`config.mk`:
```
export PLATFORM = sky130hd
export DESIGN_NAME = usc_core
export DESIGN_NICKNAME = d
export VERILOG_FILES = /design/src/shared/usc_pkg.sv /design/src/verilog/usc_core.sv
export VERILOG_INCLUDE_DIRS = /design/src /design/src/shared
export SDC_FILE = /design/constraint.sdc
export NUM_CORES = 1
export LEC_CHECK = 0
export BUFFER_PORTS_ARGS = -buffer_cell sky130_fd_sc_hd__buf_4
export CAP_MARGIN = 15
export CORE_MARGIN = 5
export CORE_UTILIZATION = 45
export CTS_CLUSTER_DIAMETER = 40
export DETAILED_ROUTE_END_ITERATION = 8
export PLACE_DENSITY = 0.7
export SETUP_SLACK_MARGIN = 0.1
export SLEW_MARGIN = 40
export SYNTH_ARGS = -nofsm -noshare
export SYNTH_HDL_FRONTEND = slang
export SYNTH_SLANG_ARGS = --single-unit
```
`constraint.sdc`:
```
create_clock -name clock -period 3.3 [get_ports clock]
set_input_delay 0.495 -clock clock [delete_from_list [all_inputs] [get_ports clock]]
set_output_delay 0.495 -clock clock [all_outputs]
set_load 0.005 [all_outputs]
```
`src/shared/usc_cfg.svh`:
```
// Register offsets, field positions and timing counts of the serial core
`ifndef USC_CFG_SVH
`define USC_CFG_SVH

// ----------------------------------------------------------------
// Register offsets
// ----------------------------------------------------------------
`define USC_A_STATUS   4'h0
`define USC_A_CTRL1    4'h1
`define USC_A_CTRL2    4'h2
`define USC_A_CTRL3    4'h3
`define USC_A_DATA     4'h4
`define USC_A_BAUD_DIVISOR_HIGH     4'h5
`define USC_A_BAUD_DIVISOR_LOW     4'h6
`define USC_A_FIFOC    4'h7
`define USC_A_COUNT    4'h8

// ----------------------------------------------------------------
// Reset values
// ----------------------------------------------------------------
`define USC_STATUS_RST 8'h0B
`define USC_BYTE_ZERO  8'h00

// ----------------------------------------------------------------
// Status bits
// ----------------------------------------------------------------
`define USC_S_PARITY_ERROR_FLAG     7
`define USC_S_NOISE    6
`define USC_S_FRAMING_ERROR_FLAG     5
`define USC_S_OVR      4
`define USC_S_RECEIVER_IDLE_FLAG    3
`define USC_S_RXAV     2
`define USC_S_TRANSMITTER_IDLE_FLAG    1
`define USC_S_TXE      0

// ----------------------------------------------------------------
// Control one bits
// ----------------------------------------------------------------
`define USC_C1_EN      7
`define USC_C1_NINE    6
`define USC_C1_PEN     5
`define USC_C1_PTH     4
`define USC_C1_PTL     3
`define USC_C1_BRK     2
`define USC_C1_RX8     1
`define USC_C1_TX8     0

// ----------------------------------------------------------------
// Control two, three and FIFO control bits
// ----------------------------------------------------------------
`define USC_C2_TRANSMITTER_ENABLE    7
`define USC_C2_RECEIVER_ENABLE    6
`define USC_C2_STOPS   5
`define USC_C2_RIE     2
`define USC_C3_SWM     0
`define USC_FC_TRG_HI  1
`define USC_FC_TRG_LO  0

// ----------------------------------------------------------------
// Timing counts
// ----------------------------------------------------------------
`define USC_OVS_LAST   4'hF
`define USC_OVS_MID    4'h8
`define USC_BRK_BITS   4'hD
`define USC_TX_STOPS   4'h2

`endif

```
`src/shared/usc_pkg.sv`:
```
// Types shared by the serial status and control core
`default_nettype none
package usc_pkg;

  // Transmit sequencer, Gray along idle-shift-break
  typedef enum logic [1:0] {
    USC_TX_IDLE  = 2'b00,
    USC_TX_SHIFT = 2'b01,
    USC_TX_BREAK = 2'b11
  } usc_tx_state_t;

  // Receive sequencer, Gray along idle-start-data-stop
  typedef enum logic [1:0] {
    USC_RX_IDLE  = 2'b00,
    USC_RX_START = 2'b01,
    USC_RX_DATA  = 2'b11,
    USC_RX_STOP  = 2'b10
  } usc_rx_state_t;

  // One received character as held in the receive buffer
  typedef struct packed {
    logic       ninth;
    logic [7:0] data;
  } usc_rx_entry_t;

endpackage
`default_nettype wire

```
`src/verilog/usc_core.sv`:
```
// Serial transmitter/receiver with status flags and global control
//
// The address-and-strobe port and the address map were left to the implementer.
`include "usc_cfg.svh"
`default_nettype none

// How it works
// Written byte moves to transmit shifter, sent LSB first at baud rate.
// Received bits shift in LSB first, whole character goes to data register.
// One shared data register; shift registers are not addressable.
// Status is read-only; resets to receiver idle, transmitter idle, empty.
// Parity mismatch against selected type sets parity error flag.
// Noise flag set with the character, never for an overrun character.
// Bad stop bit of current character sets framing error flag.
// Full buffer sets overrun; it blocks further transfers while set.
// Error flags clear by status read then shared data access.
// Receiver idle low from start bit detection to stop bit end; here it returns high at the middle sample of the last stop bit.
// Receive-available at trigger level; raises request when enabled.
// Errors flagged in the same cycle the character is transferred.
// Receive-available clears after status read, data read, buffer empty; here it clears once the count drops below the trigger.
// Transmitter idle when empty and nothing sent; pin rests high.
// Transmitter idle clears on status read then data write.
// Transmit empty set on move to shifter or enable; cleared like idle.
// Global disable floats pins, drops buffers, resets baud, aborts.
// While disabled enables, break, flags, count clear; idles set.
// Re-enable resumes with kept setup and pin roles per selects.
// Eight or nine bit characters; ninth bits in dedicated fields.
// With parity the last character bit carries parity, not data.
// Parity type: even, odd, forced one, forced zero.
// Break holds line low at least thirteen bits, until cleared.
// Transmitter sends two stop bits; receiver takes one or two.
// Frame: low start, data, optional parity, high stops, high idle.
module usc_core #(
  parameter int RX_DEPTH = 4
) (
  input  wire logic       clock,
  input  wire logic       rst_n,
  input  wire logic [3:0] reg_addr,
  input  wire logic [7:0] reg_wdata,
  input  wire logic       reg_wr,
  input  wire logic       reg_rd,
  output logic      [7:0] reg_rdata,
  output logic            tx_pin_out,
  output logic            tx_pin_oe,
  input  wire logic       rxtx_pin_in,
  output logic            rxtx_pin_out,
  output logic            rxtx_pin_oe,
  output logic            rx_irq
);

  // ----------------------------------------------------------------
  // Helpers
  // ----------------------------------------------------------------
  // parity type select
  function automatic logic par_bit(input logic [1:0] ptype,
                                   input logic [7:0] d);
    unique case (ptype)
      2'b00: par_bit = ^d;
      2'b01: par_bit = ~^d;
      2'b10: par_bit = 1'b1;
      2'b11: par_bit = 1'b0;
    endcase
  endfunction

  function automatic logic maj3(input logic [2:0] s);
    maj3 = (s[0] & s[1]) | (s[0] & s[2]) | (s[1] & s[2]);
  endfunction

  localparam int PW = $clog2(RX_DEPTH);

  // ----------------------------------------------------------------
  // Declarations
  // ----------------------------------------------------------------
  logic [7:0]              ctrl1_r, ctrl2_r, ctrl3_r, fifoc_r;
  logic [7:0]              baud_divisor_high_r, baud_divisor_low_r;
  logic [15:0]             baud_cnt_r;
  logic                    tick;
  logic                    enabled, tx_on, rx_on;
  logic                    st_rd, dat_rd, dat_wr, armed_r;
  logic [1:0]              ptype;
  logic                    nine, pen;
  usc_pkg::usc_tx_state_t  tx_st_r;
  logic [11:0]             tx_sh_r;
  logic [3:0]              tx_bits_r, tx_ovs_r;
  logic [7:0]              tx_buf_r;
  logic                    tx_full_r, txe_r, transmitter_idle_flag_r, tx_line;
  logic                    tx_bit_end;
  usc_pkg::usc_rx_state_t  rx_st_r;
  logic [3:0]              rx_ovs_r, rx_bits_r;
  logic [8:0]              rx_sh_r;
  logic [2:0]              samp_r;
  logic                    rx_line, rx_mid, rx_end, bit_val, bit_noisy;
  logic                    noise_acc_r, framing_error_flag_acc_r, stop2_r;
  logic                    rx_done;
  logic [8:0]              rx_char;
  logic                    par_bad;
  usc_pkg::usc_rx_entry_t  fifo_mem [RX_DEPTH];
  logic [PW-1:0]           wp_r, rp_r;
  logic [PW:0]             cnt_r;
  logic                    push, pop, fifo_full;
  logic [PW:0]             trig;
  logic                    rxav;
  logic                    parity_error_flag_r, nf_r, framing_error_flag_r, ovr_r;
  logic [7:0]              status;

  assign enabled = ctrl1_r[`USC_C1_EN];
  assign tx_on   = enabled & ctrl2_r[`USC_C2_TRANSMITTER_ENABLE];
  assign rx_on   = enabled & ctrl2_r[`USC_C2_RECEIVER_ENABLE];
  assign nine    = ctrl1_r[`USC_C1_NINE];
  assign pen     = ctrl1_r[`USC_C1_PEN];
  assign ptype   = {ctrl1_r[`USC_C1_PTH], ctrl1_r[`USC_C1_PTL]};
  assign st_rd   = reg_rd & (reg_addr == `USC_A_STATUS);
  assign dat_rd  = reg_rd & (reg_addr == `USC_A_DATA);
  assign dat_wr  = reg_wr & (reg_addr == `USC_A_DATA);

  // ----------------------------------------------------------------
  // Control registers
  // ----------------------------------------------------------------
  always_ff @(posedge clock or negedge rst_n) begin
    if (!rst_n) begin
      ctrl1_r <= `USC_BYTE_ZERO;
      ctrl2_r <= `USC_BYTE_ZERO;
      ctrl3_r <= `USC_BYTE_ZERO;
      fifoc_r <= `USC_BYTE_ZERO;
      baud_divisor_high_r  <= `USC_BYTE_ZERO;
      baud_divisor_low_r  <= `USC_BYTE_ZERO;
    end else begin
      if (reg_wr) begin
        unique case (reg_addr)
          `USC_A_CTRL1: ctrl1_r <= reg_wdata;
          `USC_A_CTRL2: ctrl2_r <= reg_wdata;
          `USC_A_CTRL3: ctrl3_r <= reg_wdata;
          `USC_A_FIFOC: fifoc_r <= reg_wdata;
          `USC_A_BAUD_DIVISOR_HIGH:  baud_divisor_high_r  <= reg_wdata;
          `USC_A_BAUD_DIVISOR_LOW:  baud_divisor_low_r  <= reg_wdata;
          default: ;
        endcase
      end
      // disable clears enables
      if (!enabled) begin
        ctrl2_r[`USC_C2_TRANSMITTER_ENABLE] <= 1'b0;
        ctrl2_r[`USC_C2_RECEIVER_ENABLE] <= 1'b0;
        ctrl1_r[`USC_C1_BRK]  <= 1'b0;
      end
    end
  end

  // ----------------------------------------------------------------
  // Baud generator, one tick per oversample slot
  // ----------------------------------------------------------------
  assign tick = (baud_cnt_r == {baud_divisor_high_r, baud_divisor_low_r});

  // disable resets counter
  always_ff @(posedge clock or negedge rst_n) begin
    if (!rst_n) begin
      baud_cnt_r <= '0;
    end else if (!enabled || tick) begin
      baud_cnt_r <= '0;
    end else begin
      baud_cnt_r <= baud_cnt_r + 16'h0001;
    end
  end

  // ----------------------------------------------------------------
  // Transmitter
  // ----------------------------------------------------------------
  assign tx_bit_end = tick & (tx_ovs_r == `USC_OVS_LAST);

  // buffer to shifter
  always_ff @(posedge clock or negedge rst_n) begin
    if (!rst_n) begin
      tx_st_r   <= usc_pkg::USC_TX_IDLE;
      tx_sh_r   <= '1;
      tx_bits_r <= '0;
      tx_ovs_r  <= '0;
      tx_buf_r  <= `USC_BYTE_ZERO;
      tx_full_r <= 1'b0;
    end else if (!tx_on) begin
      // abort and discard
      tx_st_r   <= usc_pkg::USC_TX_IDLE;
      tx_full_r <= 1'b0;
      tx_ovs_r  <= '0;
    end else begin
      if (dat_wr) begin
        tx_buf_r  <= reg_wdata;
        tx_full_r <= 1'b1;
      end
      if (tick) begin
        tx_ovs_r <= tx_ovs_r + 4'h1;
      end
      unique case (tx_st_r)
        usc_pkg::USC_TX_IDLE: begin
          tx_ovs_r <= '0;
          if (tx_full_r) begin
            // start, data, parity or ninth, two stops
            // always two stop bits
            // parity takes the last character bit
            tx_full_r <= dat_wr;
            tx_st_r   <= usc_pkg::USC_TX_SHIFT;
            if (nine) begin
              tx_sh_r <= {2'b11,
                          pen ? par_bit(ptype, tx_buf_r)
                              : ctrl1_r[`USC_C1_TX8],
                          tx_buf_r, 1'b0};
              tx_bits_r <= 4'd1 + 4'd9 + `USC_TX_STOPS;
            end else begin
              tx_sh_r <= {3'b111,
                          pen ? par_bit(ptype, {1'b0, tx_buf_r[6:0]})
                              : tx_buf_r[7],
                          tx_buf_r[6:0], 1'b0};
              tx_bits_r <= 4'd1 + 4'd8 + `USC_TX_STOPS;
            end
          end else if (ctrl1_r[`USC_C1_BRK]) begin
            // break after buffered data
            tx_st_r   <= usc_pkg::USC_TX_BREAK;
            tx_bits_r <= `USC_BRK_BITS;
          end
        end
        usc_pkg::USC_TX_SHIFT: begin
          if (tx_bit_end) begin
            tx_sh_r   <= {1'b1, tx_sh_r[11:1]};
            tx_bits_r <= tx_bits_r - 4'h1;
            if (tx_bits_r == 4'h1) begin
              tx_st_r <= usc_pkg::USC_TX_IDLE;
            end
          end
        end
        usc_pkg::USC_TX_BREAK: begin
          // at least thirteen bits and until cleared
          if (tx_bit_end && tx_bits_r != 4'h0) begin
            tx_bits_r <= tx_bits_r - 4'h1;
          end
          if (tx_bits_r == 4'h0 && !ctrl1_r[`USC_C1_BRK]) begin
            tx_st_r <= usc_pkg::USC_TX_IDLE;
          end
        end
        default: tx_st_r <= usc_pkg::USC_TX_IDLE;
      endcase
    end
  end

  // line high when idle
  assign tx_line = (tx_st_r == usc_pkg::USC_TX_SHIFT) ? tx_sh_r[0] :
                   (tx_st_r == usc_pkg::USC_TX_BREAK) ? 1'b0 : 1'b1;

  // empty flag set on move or enable; armed write clears
  // idle flag cleared by armed write, raised only with nothing queued
  always_ff @(posedge clock or negedge rst_n) begin
    if (!rst_n) begin
      txe_r   <= 1'b1;
      transmitter_idle_flag_r <= 1'b1;
    end else if (!tx_on) begin
      txe_r   <= 1'b1;
      transmitter_idle_flag_r <= 1'b1;
    end else begin
      if (tx_st_r == usc_pkg::USC_TX_IDLE && tx_full_r) begin
        txe_r <= 1'b1;
      end else if (armed_r && dat_wr) begin
        txe_r <= 1'b0;
      end
      if (txe_r && !tx_full_r && !dat_wr && !ctrl1_r[`USC_C1_BRK] &&
          tx_st_r == usc_pkg::USC_TX_IDLE) begin
        transmitter_idle_flag_r <= 1'b1;
      end else if (armed_r && dat_wr) begin
        transmitter_idle_flag_r <= 1'b0;
      end
    end
  end

  // ----------------------------------------------------------------
  // Receiver
  // ----------------------------------------------------------------
  assign rx_line   = rx_on ? rxtx_pin_in : 1'b1;
  assign rx_mid    = tick & (rx_ovs_r == `USC_OVS_MID);
  assign rx_end    = tick & (rx_ovs_r == `USC_OVS_LAST);
  assign bit_val   = maj3({samp_r[1:0], rx_line});
  assign bit_noisy = ~(&{samp_r[1:0], rx_line}) & (|{samp_r[1:0], rx_line});

  // parity bit held back from the delivered fields
  always_comb begin
    if (nine) begin
      rx_char = pen ? {1'b0, rx_sh_r[7:0]} : rx_sh_r;
      par_bad = pen & (rx_sh_r[8] != par_bit(ptype, rx_sh_r[7:0]));
    end else begin
      rx_char = pen ? {2'b00, rx_sh_r[7:1]} : {1'b0, rx_sh_r[8:1]};
      par_bad = pen &
                (rx_sh_r[8] != par_bit(ptype, {1'b0, rx_sh_r[7:1]}));
    end
  end

  // shift in LSB first
  // non-idle from start detection to the middle sample of the last stop bit
  always_ff @(posedge clock or negedge rst_n) begin
    if (!rst_n) begin
      rx_st_r     <= usc_pkg::USC_RX_IDLE;
      rx_ovs_r    <= '0;
      rx_bits_r   <= '0;
      rx_sh_r     <= '0;
      samp_r      <= '1;
      noise_acc_r <= 1'b0;
      framing_error_flag_acc_r  <= 1'b0;
      stop2_r     <= 1'b0;
      rx_done     <= 1'b0;
    end else if (!rx_on) begin
      rx_st_r <= usc_pkg::USC_RX_IDLE;
      rx_done <= 1'b0;
    end else begin
      rx_done <= 1'b0;
      if (tick) begin
        samp_r   <= {samp_r[1:0], rx_line};
        rx_ovs_r <= rx_ovs_r + 4'h1;
      end
      unique case (rx_st_r)
        usc_pkg::USC_RX_IDLE: begin
          rx_ovs_r <= '0;
          if (!rx_line) begin
            rx_st_r     <= usc_pkg::USC_RX_START;
            noise_acc_r <= 1'b0;
            framing_error_flag_acc_r  <= 1'b0;
            stop2_r     <= 1'b0;
          end
        end
        usc_pkg::USC_RX_START: begin
          if (rx_mid) begin
            noise_acc_r <= bit_noisy;
            if (bit_val) begin
              rx_st_r <= usc_pkg::USC_RX_IDLE;
            end
          end
          if (rx_end) begin
            rx_st_r   <= usc_pkg::USC_RX_DATA;
            rx_bits_r <= nine ? 4'd9 : 4'd8;
          end
        end
        usc_pkg::USC_RX_DATA: begin
          if (rx_mid) begin
            rx_sh_r     <= {bit_val, rx_sh_r[8:1]};
            noise_acc_r <= noise_acc_r | bit_noisy;
            rx_bits_r   <= rx_bits_r - 4'h1;
          end
          if (rx_end && rx_bits_r == 4'h0) begin
            rx_st_r <= usc_pkg::USC_RX_STOP;
          end
        end
        usc_pkg::USC_RX_STOP: begin
          if (rx_mid) begin
            // low stop bit is a framing error
            // one or two receive stop bits
            framing_error_flag_acc_r  <= framing_error_flag_acc_r | ~bit_val;
            noise_acc_r <= noise_acc_r | bit_noisy;
            if (ctrl2_r[`USC_C2_STOPS] && !stop2_r) begin
              stop2_r <= 1'b1;
            end else begin
              rx_st_r <= usc_pkg::USC_RX_IDLE;
              rx_done <= 1'b1;
            end
          end
        end
        default: rx_st_r <= usc_pkg::USC_RX_IDLE;
      endcase
    end
  end

  // ----------------------------------------------------------------
  // Receive buffer
  // ----------------------------------------------------------------
  assign fifo_full = (cnt_r == (PW+1)'(RX_DEPTH));
  // overrun blocks transfers
  assign push      = rx_done & ~fifo_full & ~ovr_r;
  assign pop       = dat_rd & (cnt_r != '0);
  assign trig      = (PW+1)'(fifoc_r[`USC_FC_TRG_HI:`USC_FC_TRG_LO]) +
                     (PW+1)'(1);
  // available at trigger level
  // clears once the buffer drains below it
  assign rxav      = (cnt_r >= trig) | (fifo_full & (cnt_r != '0));
  assign rx_irq    = ctrl2_r[`USC_C2_RIE] & (rxav | ovr_r);

  always_ff @(posedge clock) begin
    if (push) begin
      fifo_mem[wp_r] <= usc_pkg::usc_rx_entry_t'(rx_char);
    end
  end

  // disable discards characters
  always_ff @(posedge clock or negedge rst_n) begin
    if (!rst_n) begin
      wp_r  <= '0;
      rp_r  <= '0;
      cnt_r <= '0;
    end else if (!rx_on) begin
      wp_r  <= '0;
      rp_r  <= '0;
      cnt_r <= '0;
    end else begin
      if (push) begin
        wp_r <= wp_r + PW'(1);
      end
      if (pop) begin
        rp_r <= rp_r + PW'(1);
      end
      cnt_r <= cnt_r + (PW+1)'(push) - (PW+1)'(pop);
    end
  end

  // ----------------------------------------------------------------
  // Error flags and clearing sequence
  // ----------------------------------------------------------------
  // status read arms, data access clears
  always_ff @(posedge clock or negedge rst_n) begin
    if (!rst_n) begin
      armed_r <= 1'b0;
    end else if (st_rd) begin
      armed_r <= 1'b1;
    end else if (dat_rd || dat_wr) begin
      armed_r <= 1'b0;
    end
  end

  // errors flagged with the transfer
  // set wins over the clear
  always_ff @(posedge clock or negedge rst_n) begin
    if (!rst_n) begin
      parity_error_flag_r <= 1'b0;
      nf_r   <= 1'b0;
      framing_error_flag_r <= 1'b0;
      ovr_r  <= 1'b0;
    end else if (!enabled) begin
      parity_error_flag_r <= 1'b0;
      nf_r   <= 1'b0;
      framing_error_flag_r <= 1'b0;
      ovr_r  <= 1'b0;
    end else begin
      if (armed_r && (dat_rd || dat_wr)) begin
        parity_error_flag_r <= 1'b0;
        nf_r   <= 1'b0;
        framing_error_flag_r <= 1'b0;
        ovr_r  <= 1'b0;
      end
      if (push) begin
        if (par_bad)     parity_error_flag_r <= 1'b1;
        if (noise_acc_r) nf_r   <= 1'b1;
        if (framing_error_flag_acc_r)  framing_error_flag_r <= 1'b1;
      end
      // overflow sets overrun
      if (rx_done && (fifo_full || ovr_r)) begin
        ovr_r <= 1'b1;
      end
    end
  end

  // ----------------------------------------------------------------
  // Register read port
  // ----------------------------------------------------------------
  // read-only status
  assign status = {parity_error_flag_r, nf_r, framing_error_flag_r, ovr_r,
                   rx_st_r == usc_pkg::USC_RX_IDLE,
                   rxav, transmitter_idle_flag_r, txe_r};

  // only the shared data register is visible
  // ninth received bit read-only, transmit ninth write-only
  always_ff @(posedge clock or negedge rst_n) begin
    if (!rst_n) begin
      reg_rdata <= `USC_BYTE_ZERO;
    end else if (reg_rd) begin
      unique case (reg_addr)
        `USC_A_STATUS: reg_rdata <= enabled ? status : `USC_STATUS_RST;
        `USC_A_CTRL1:  reg_rdata <= {ctrl1_r[7:2],
                                     fifo_mem[rp_r].ninth & (cnt_r != '0),
                                     1'b0};
        `USC_A_CTRL2:  reg_rdata <= ctrl2_r;
        `USC_A_CTRL3:  reg_rdata <= {7'h00, ctrl3_r[`USC_C3_SWM]};
        `USC_A_DATA:   reg_rdata <= (cnt_r != '0) ? fifo_mem[rp_r].data
                                                  : `USC_BYTE_ZERO;
        `USC_A_BAUD_DIVISOR_HIGH:   reg_rdata <= baud_divisor_high_r;
        `USC_A_BAUD_DIVISOR_LOW:   reg_rdata <= baud_divisor_low_r;
        `USC_A_FIFOC:  reg_rdata <= {2'b00, fifoc_r[5:0]};
        `USC_A_COUNT:  reg_rdata <= 8'(cnt_r);
        default:       reg_rdata <= `USC_BYTE_ZERO;
      endcase
    end else begin
      reg_rdata <= `USC_BYTE_ZERO;
    end
  end

  // ----------------------------------------------------------------
  // Pins
  // ----------------------------------------------------------------
  // pin roles from single-wire select and enables
  // floating while disabled
  assign tx_pin_out   = tx_line;
  assign tx_pin_oe    = tx_on;
  assign rxtx_pin_out = tx_line;
  assign rxtx_pin_oe  = tx_on & ctrl3_r[`USC_C3_SWM] &
                        ~ctrl2_r[`USC_C2_RECEIVER_ENABLE];

endmodule
`default_nettype wire

```
==> metrics.txt <==
TritonRoute pass-1 iters=7; fin worst setup slack=between 0.5 and 0.6 ns; DIE HEIGHT=146 µm; RSZ-0062 raised after global routing=false; Num CTS Buffers=17; H-tree levels=4; Slew Viols, Final=0; CP max stage cell=nor3b_2; syn_nets=between 700 and 800; CP max stage delay=0.52 ns; Total GRT Usage=18.0%; PD cells=514 mW/mm²; clock slew seen by the registers of the worst setup and hold paths=around 0.07 ns; most frequent CP cell=inv_1; Layout area overhead=12.7%; largest net degree at the start of global routing=between 80 and 90; CTS Hold Bufs=0; Critical path buffers and inverters=4; Filler cells=1514; flop2flop setup slack=just over 0.5 ns; Initial DRC Count=769; IO Port Bufs=29; min Tclk post-route=between 2 and 3 ns; Seq/Total Area, Yosys=a little over half; layout cells sized above 1=between 20 and 25%; R2R cell count=12; Initial Utilization=between 40 and 50%; CTS tree=built; Synth area leader=dfrtp_1; Main synth FF type=dfrtp_1; Worst EP arrival=about 3.1 ns; GPL Wtd Cong=~0.90; Synth Register Bits=roughly 170; Via Count=5749; Max-slew headroom=~54%; clk root buf=clkbuf_16; TNS Setup=0 ns; post-route insts no fill=about 980; number of flops mapped to enable cells by yosys=36; Clock Skew=~0.013 ns; Inst Count DP=approximately 950; overall power=about 4.8 mW; Core Area=about 0.018 mm²; Yosys top cell area share=35.0%; placement row count=49; worst slew pin tran=between 0.6 and 0.7 ns; Die X=about 150 µm; critical path depth=12; WS Path Type=reg2reg; GRT Residual Overflow=0; antenna diode count=0; Lkg Pwr=~3.8 nW; Crit Path Max Fanout=10; max-cap viol count=0; WP data required=between 3 and 4 ns; Post-Syn Area=0.00831 mm²; Syn Inst Count=around 700; first-pass GRT wire length=around 30000 µm; M1 wire length=slightly above 8000 µm; met3 wire len=about 1000 µm; highest metal used=met4; Setup Buffers After CTS=0; footprint of the multi-input gates=approximately 0.0037 mm²; period utilization=84.7%; Top Family by Delay on Critical Path=adder cells; crit path to=cnt_r[2]; DP HPWL=roughly 13000 µm; ranking of synthesized cells by area=dfrtp_1 (35%), edfxtp_1 (13%), mux2_2 (11%), dfstp_2 (4.4%), xnor2_1 (3.4%); Finished Cell Area=about 0.0094 mm²; pre-CTS WS=0.437 ns; average size of a mapped cell=11.6 µm²; DRC=0; DRT Wirelength=around 19000 µm; worst hold-check path type=in2async; FF/Latch Area=about 0.0044 mm²; wire length per cell=around 19 µm; yosys warns=0; antenna violations before repair=0; ANT nets after route=0; Final setup viols=0; Async S/R FF share, synth=78.3%; Die ar.=roughly 0.021 mm²; worst skew pair latency=0.44 ns; Placed Area=about 0.0088 mm²; crit start category=flip-flop; # IOs=30; Total Nets Final=roughly 800; number of vias per cell=5.85; Max VDD drop=roughly 0.00035 V; final hold viol count=0; kind of end point of the critical path=flip-flop; fmax=358 MHz; origin of the worst setup path=cnt_r[2]; number of global-route vias before repair=5802; r2r endpoint=cnt_r[2]; met2 WL post-DR=approximately 8800 µm; RR Startpoint=cnt_r[2]; status=finished, final reports clean; Sink Count=166; worst path cell trace=nor3b_1 > buf_4 > nor3b_2 > inv_1 > ha_1 > inv_1 > ha_1 > inv_1 > fa_1 > xor2_1 > xnor2_1 > nor2_1; most common cell after layout, fill and taps aside=dfrtp_1; most frequent cells in the layout=dfrtp_1 (116), mux2_2 (82), nor2_1 (57), nand2_1 (45); post-CTS resize count=0; synth unique cells=between 60 and 70; CTS Buffer Depth=2
[layer usage]
layer | vias to the layer above | track usage (%)
li1 | 2643 | -
met1 | 2858 | 23.5
met2 | 210 | 28.8
met3 | 38 | 4.45
met4 | 0 | 7.50
met5 | - | 0
[synthesized netlist by cell type, drive strengths merged (4+ instances only)]
master,n
xnor2,32
mux4,7
nand2,45
nand3,20
a31oi,5
dfrtp,116
nor3b,4
nor2b,10
a22oi,6
clkbuf,20
o21ai,33
nor2,59
nor4,5
a21oi,31
nand2b,6
mux2,82
inv,29
and2,10
buf,9
ha,18
edfxtp,36
nand4,9
dfstp,14
and3,8
nor3,9
or3,8
a32oi,6
xor2,13
mux2i,15
a22o,7
[cell type report]
class	instances	area share, %
Sequential cell	166	46.5
Multi-Input combinational cell	490	39.8
Clock buffer	21	5.04
Timing Repair Buffer	37	3.10
Tap cell	229	3.06
Clock inverter	11	1.30
Inverter	29	1.16
[report_power, final]
| group | internal (mW) | switching [mW] | leakage [nW] | total [mW] |
|---|---|---|---|---|
| Combinational | 0.235 | 0.233 | 1.56 | 0.468 |
| Clock | 1.18 | 0.808 | 0.290 | 1.99 |
| Sequential | 2.20 | 0.154 | 1.95 | 2.36 |
[worst min-delay path by stage]
stage,end,slack (ns),depth (start not counted)
floorplan,armed_r,0.20,0
global placement,tx_sh_r[9],0.46,2
detailed placement,tx_sh_r[9],0.46,2
CTS,baud_cnt_r[12],0.07,1
global route,baud_cnt_r[6],0.1,1
finish,baud_cnt_r[12],0.05,1
[cell families after synthesis]
family / synth area share [%]
flip-flops: 52.4
XOR/XNOR: 5.56
AO/OA/AOI/OAI: 9.37
AND/OR/NAND/NOR: 12.2
buffers and inverters: 2.74
adder cells (fa/ha/maj): 2.95
multiplexers: 14.8
[registers in the layout (all words and copies together) (netlist names), 3 cells and up]
signal and count:
rx_sh_r 9, tx_buf_r 8, baud_divisor_high_r 8, ctrl2_r 8, tx_sh_r 10, rx_bits_r 4
fifo_mem 36, ctrl1_r 7, fifoc_r 6, cnt_r 3, reg_rdata 8, baud_cnt_r 16
baud_divisor_low_r 8, rx_ovs_r 4, tx_bits_r 4, tx_ovs_r 4
[through the flow]
step	utilization (%)	hold slack, ns
floorplan	-	0.199
CTS	51.7	0.0711
global route	51.7	0.0981
detailed placement	48.5	0.464
global placement	48.5	0.455
finish	51.7	0.0543
Power figures use the tool's default switching activity.
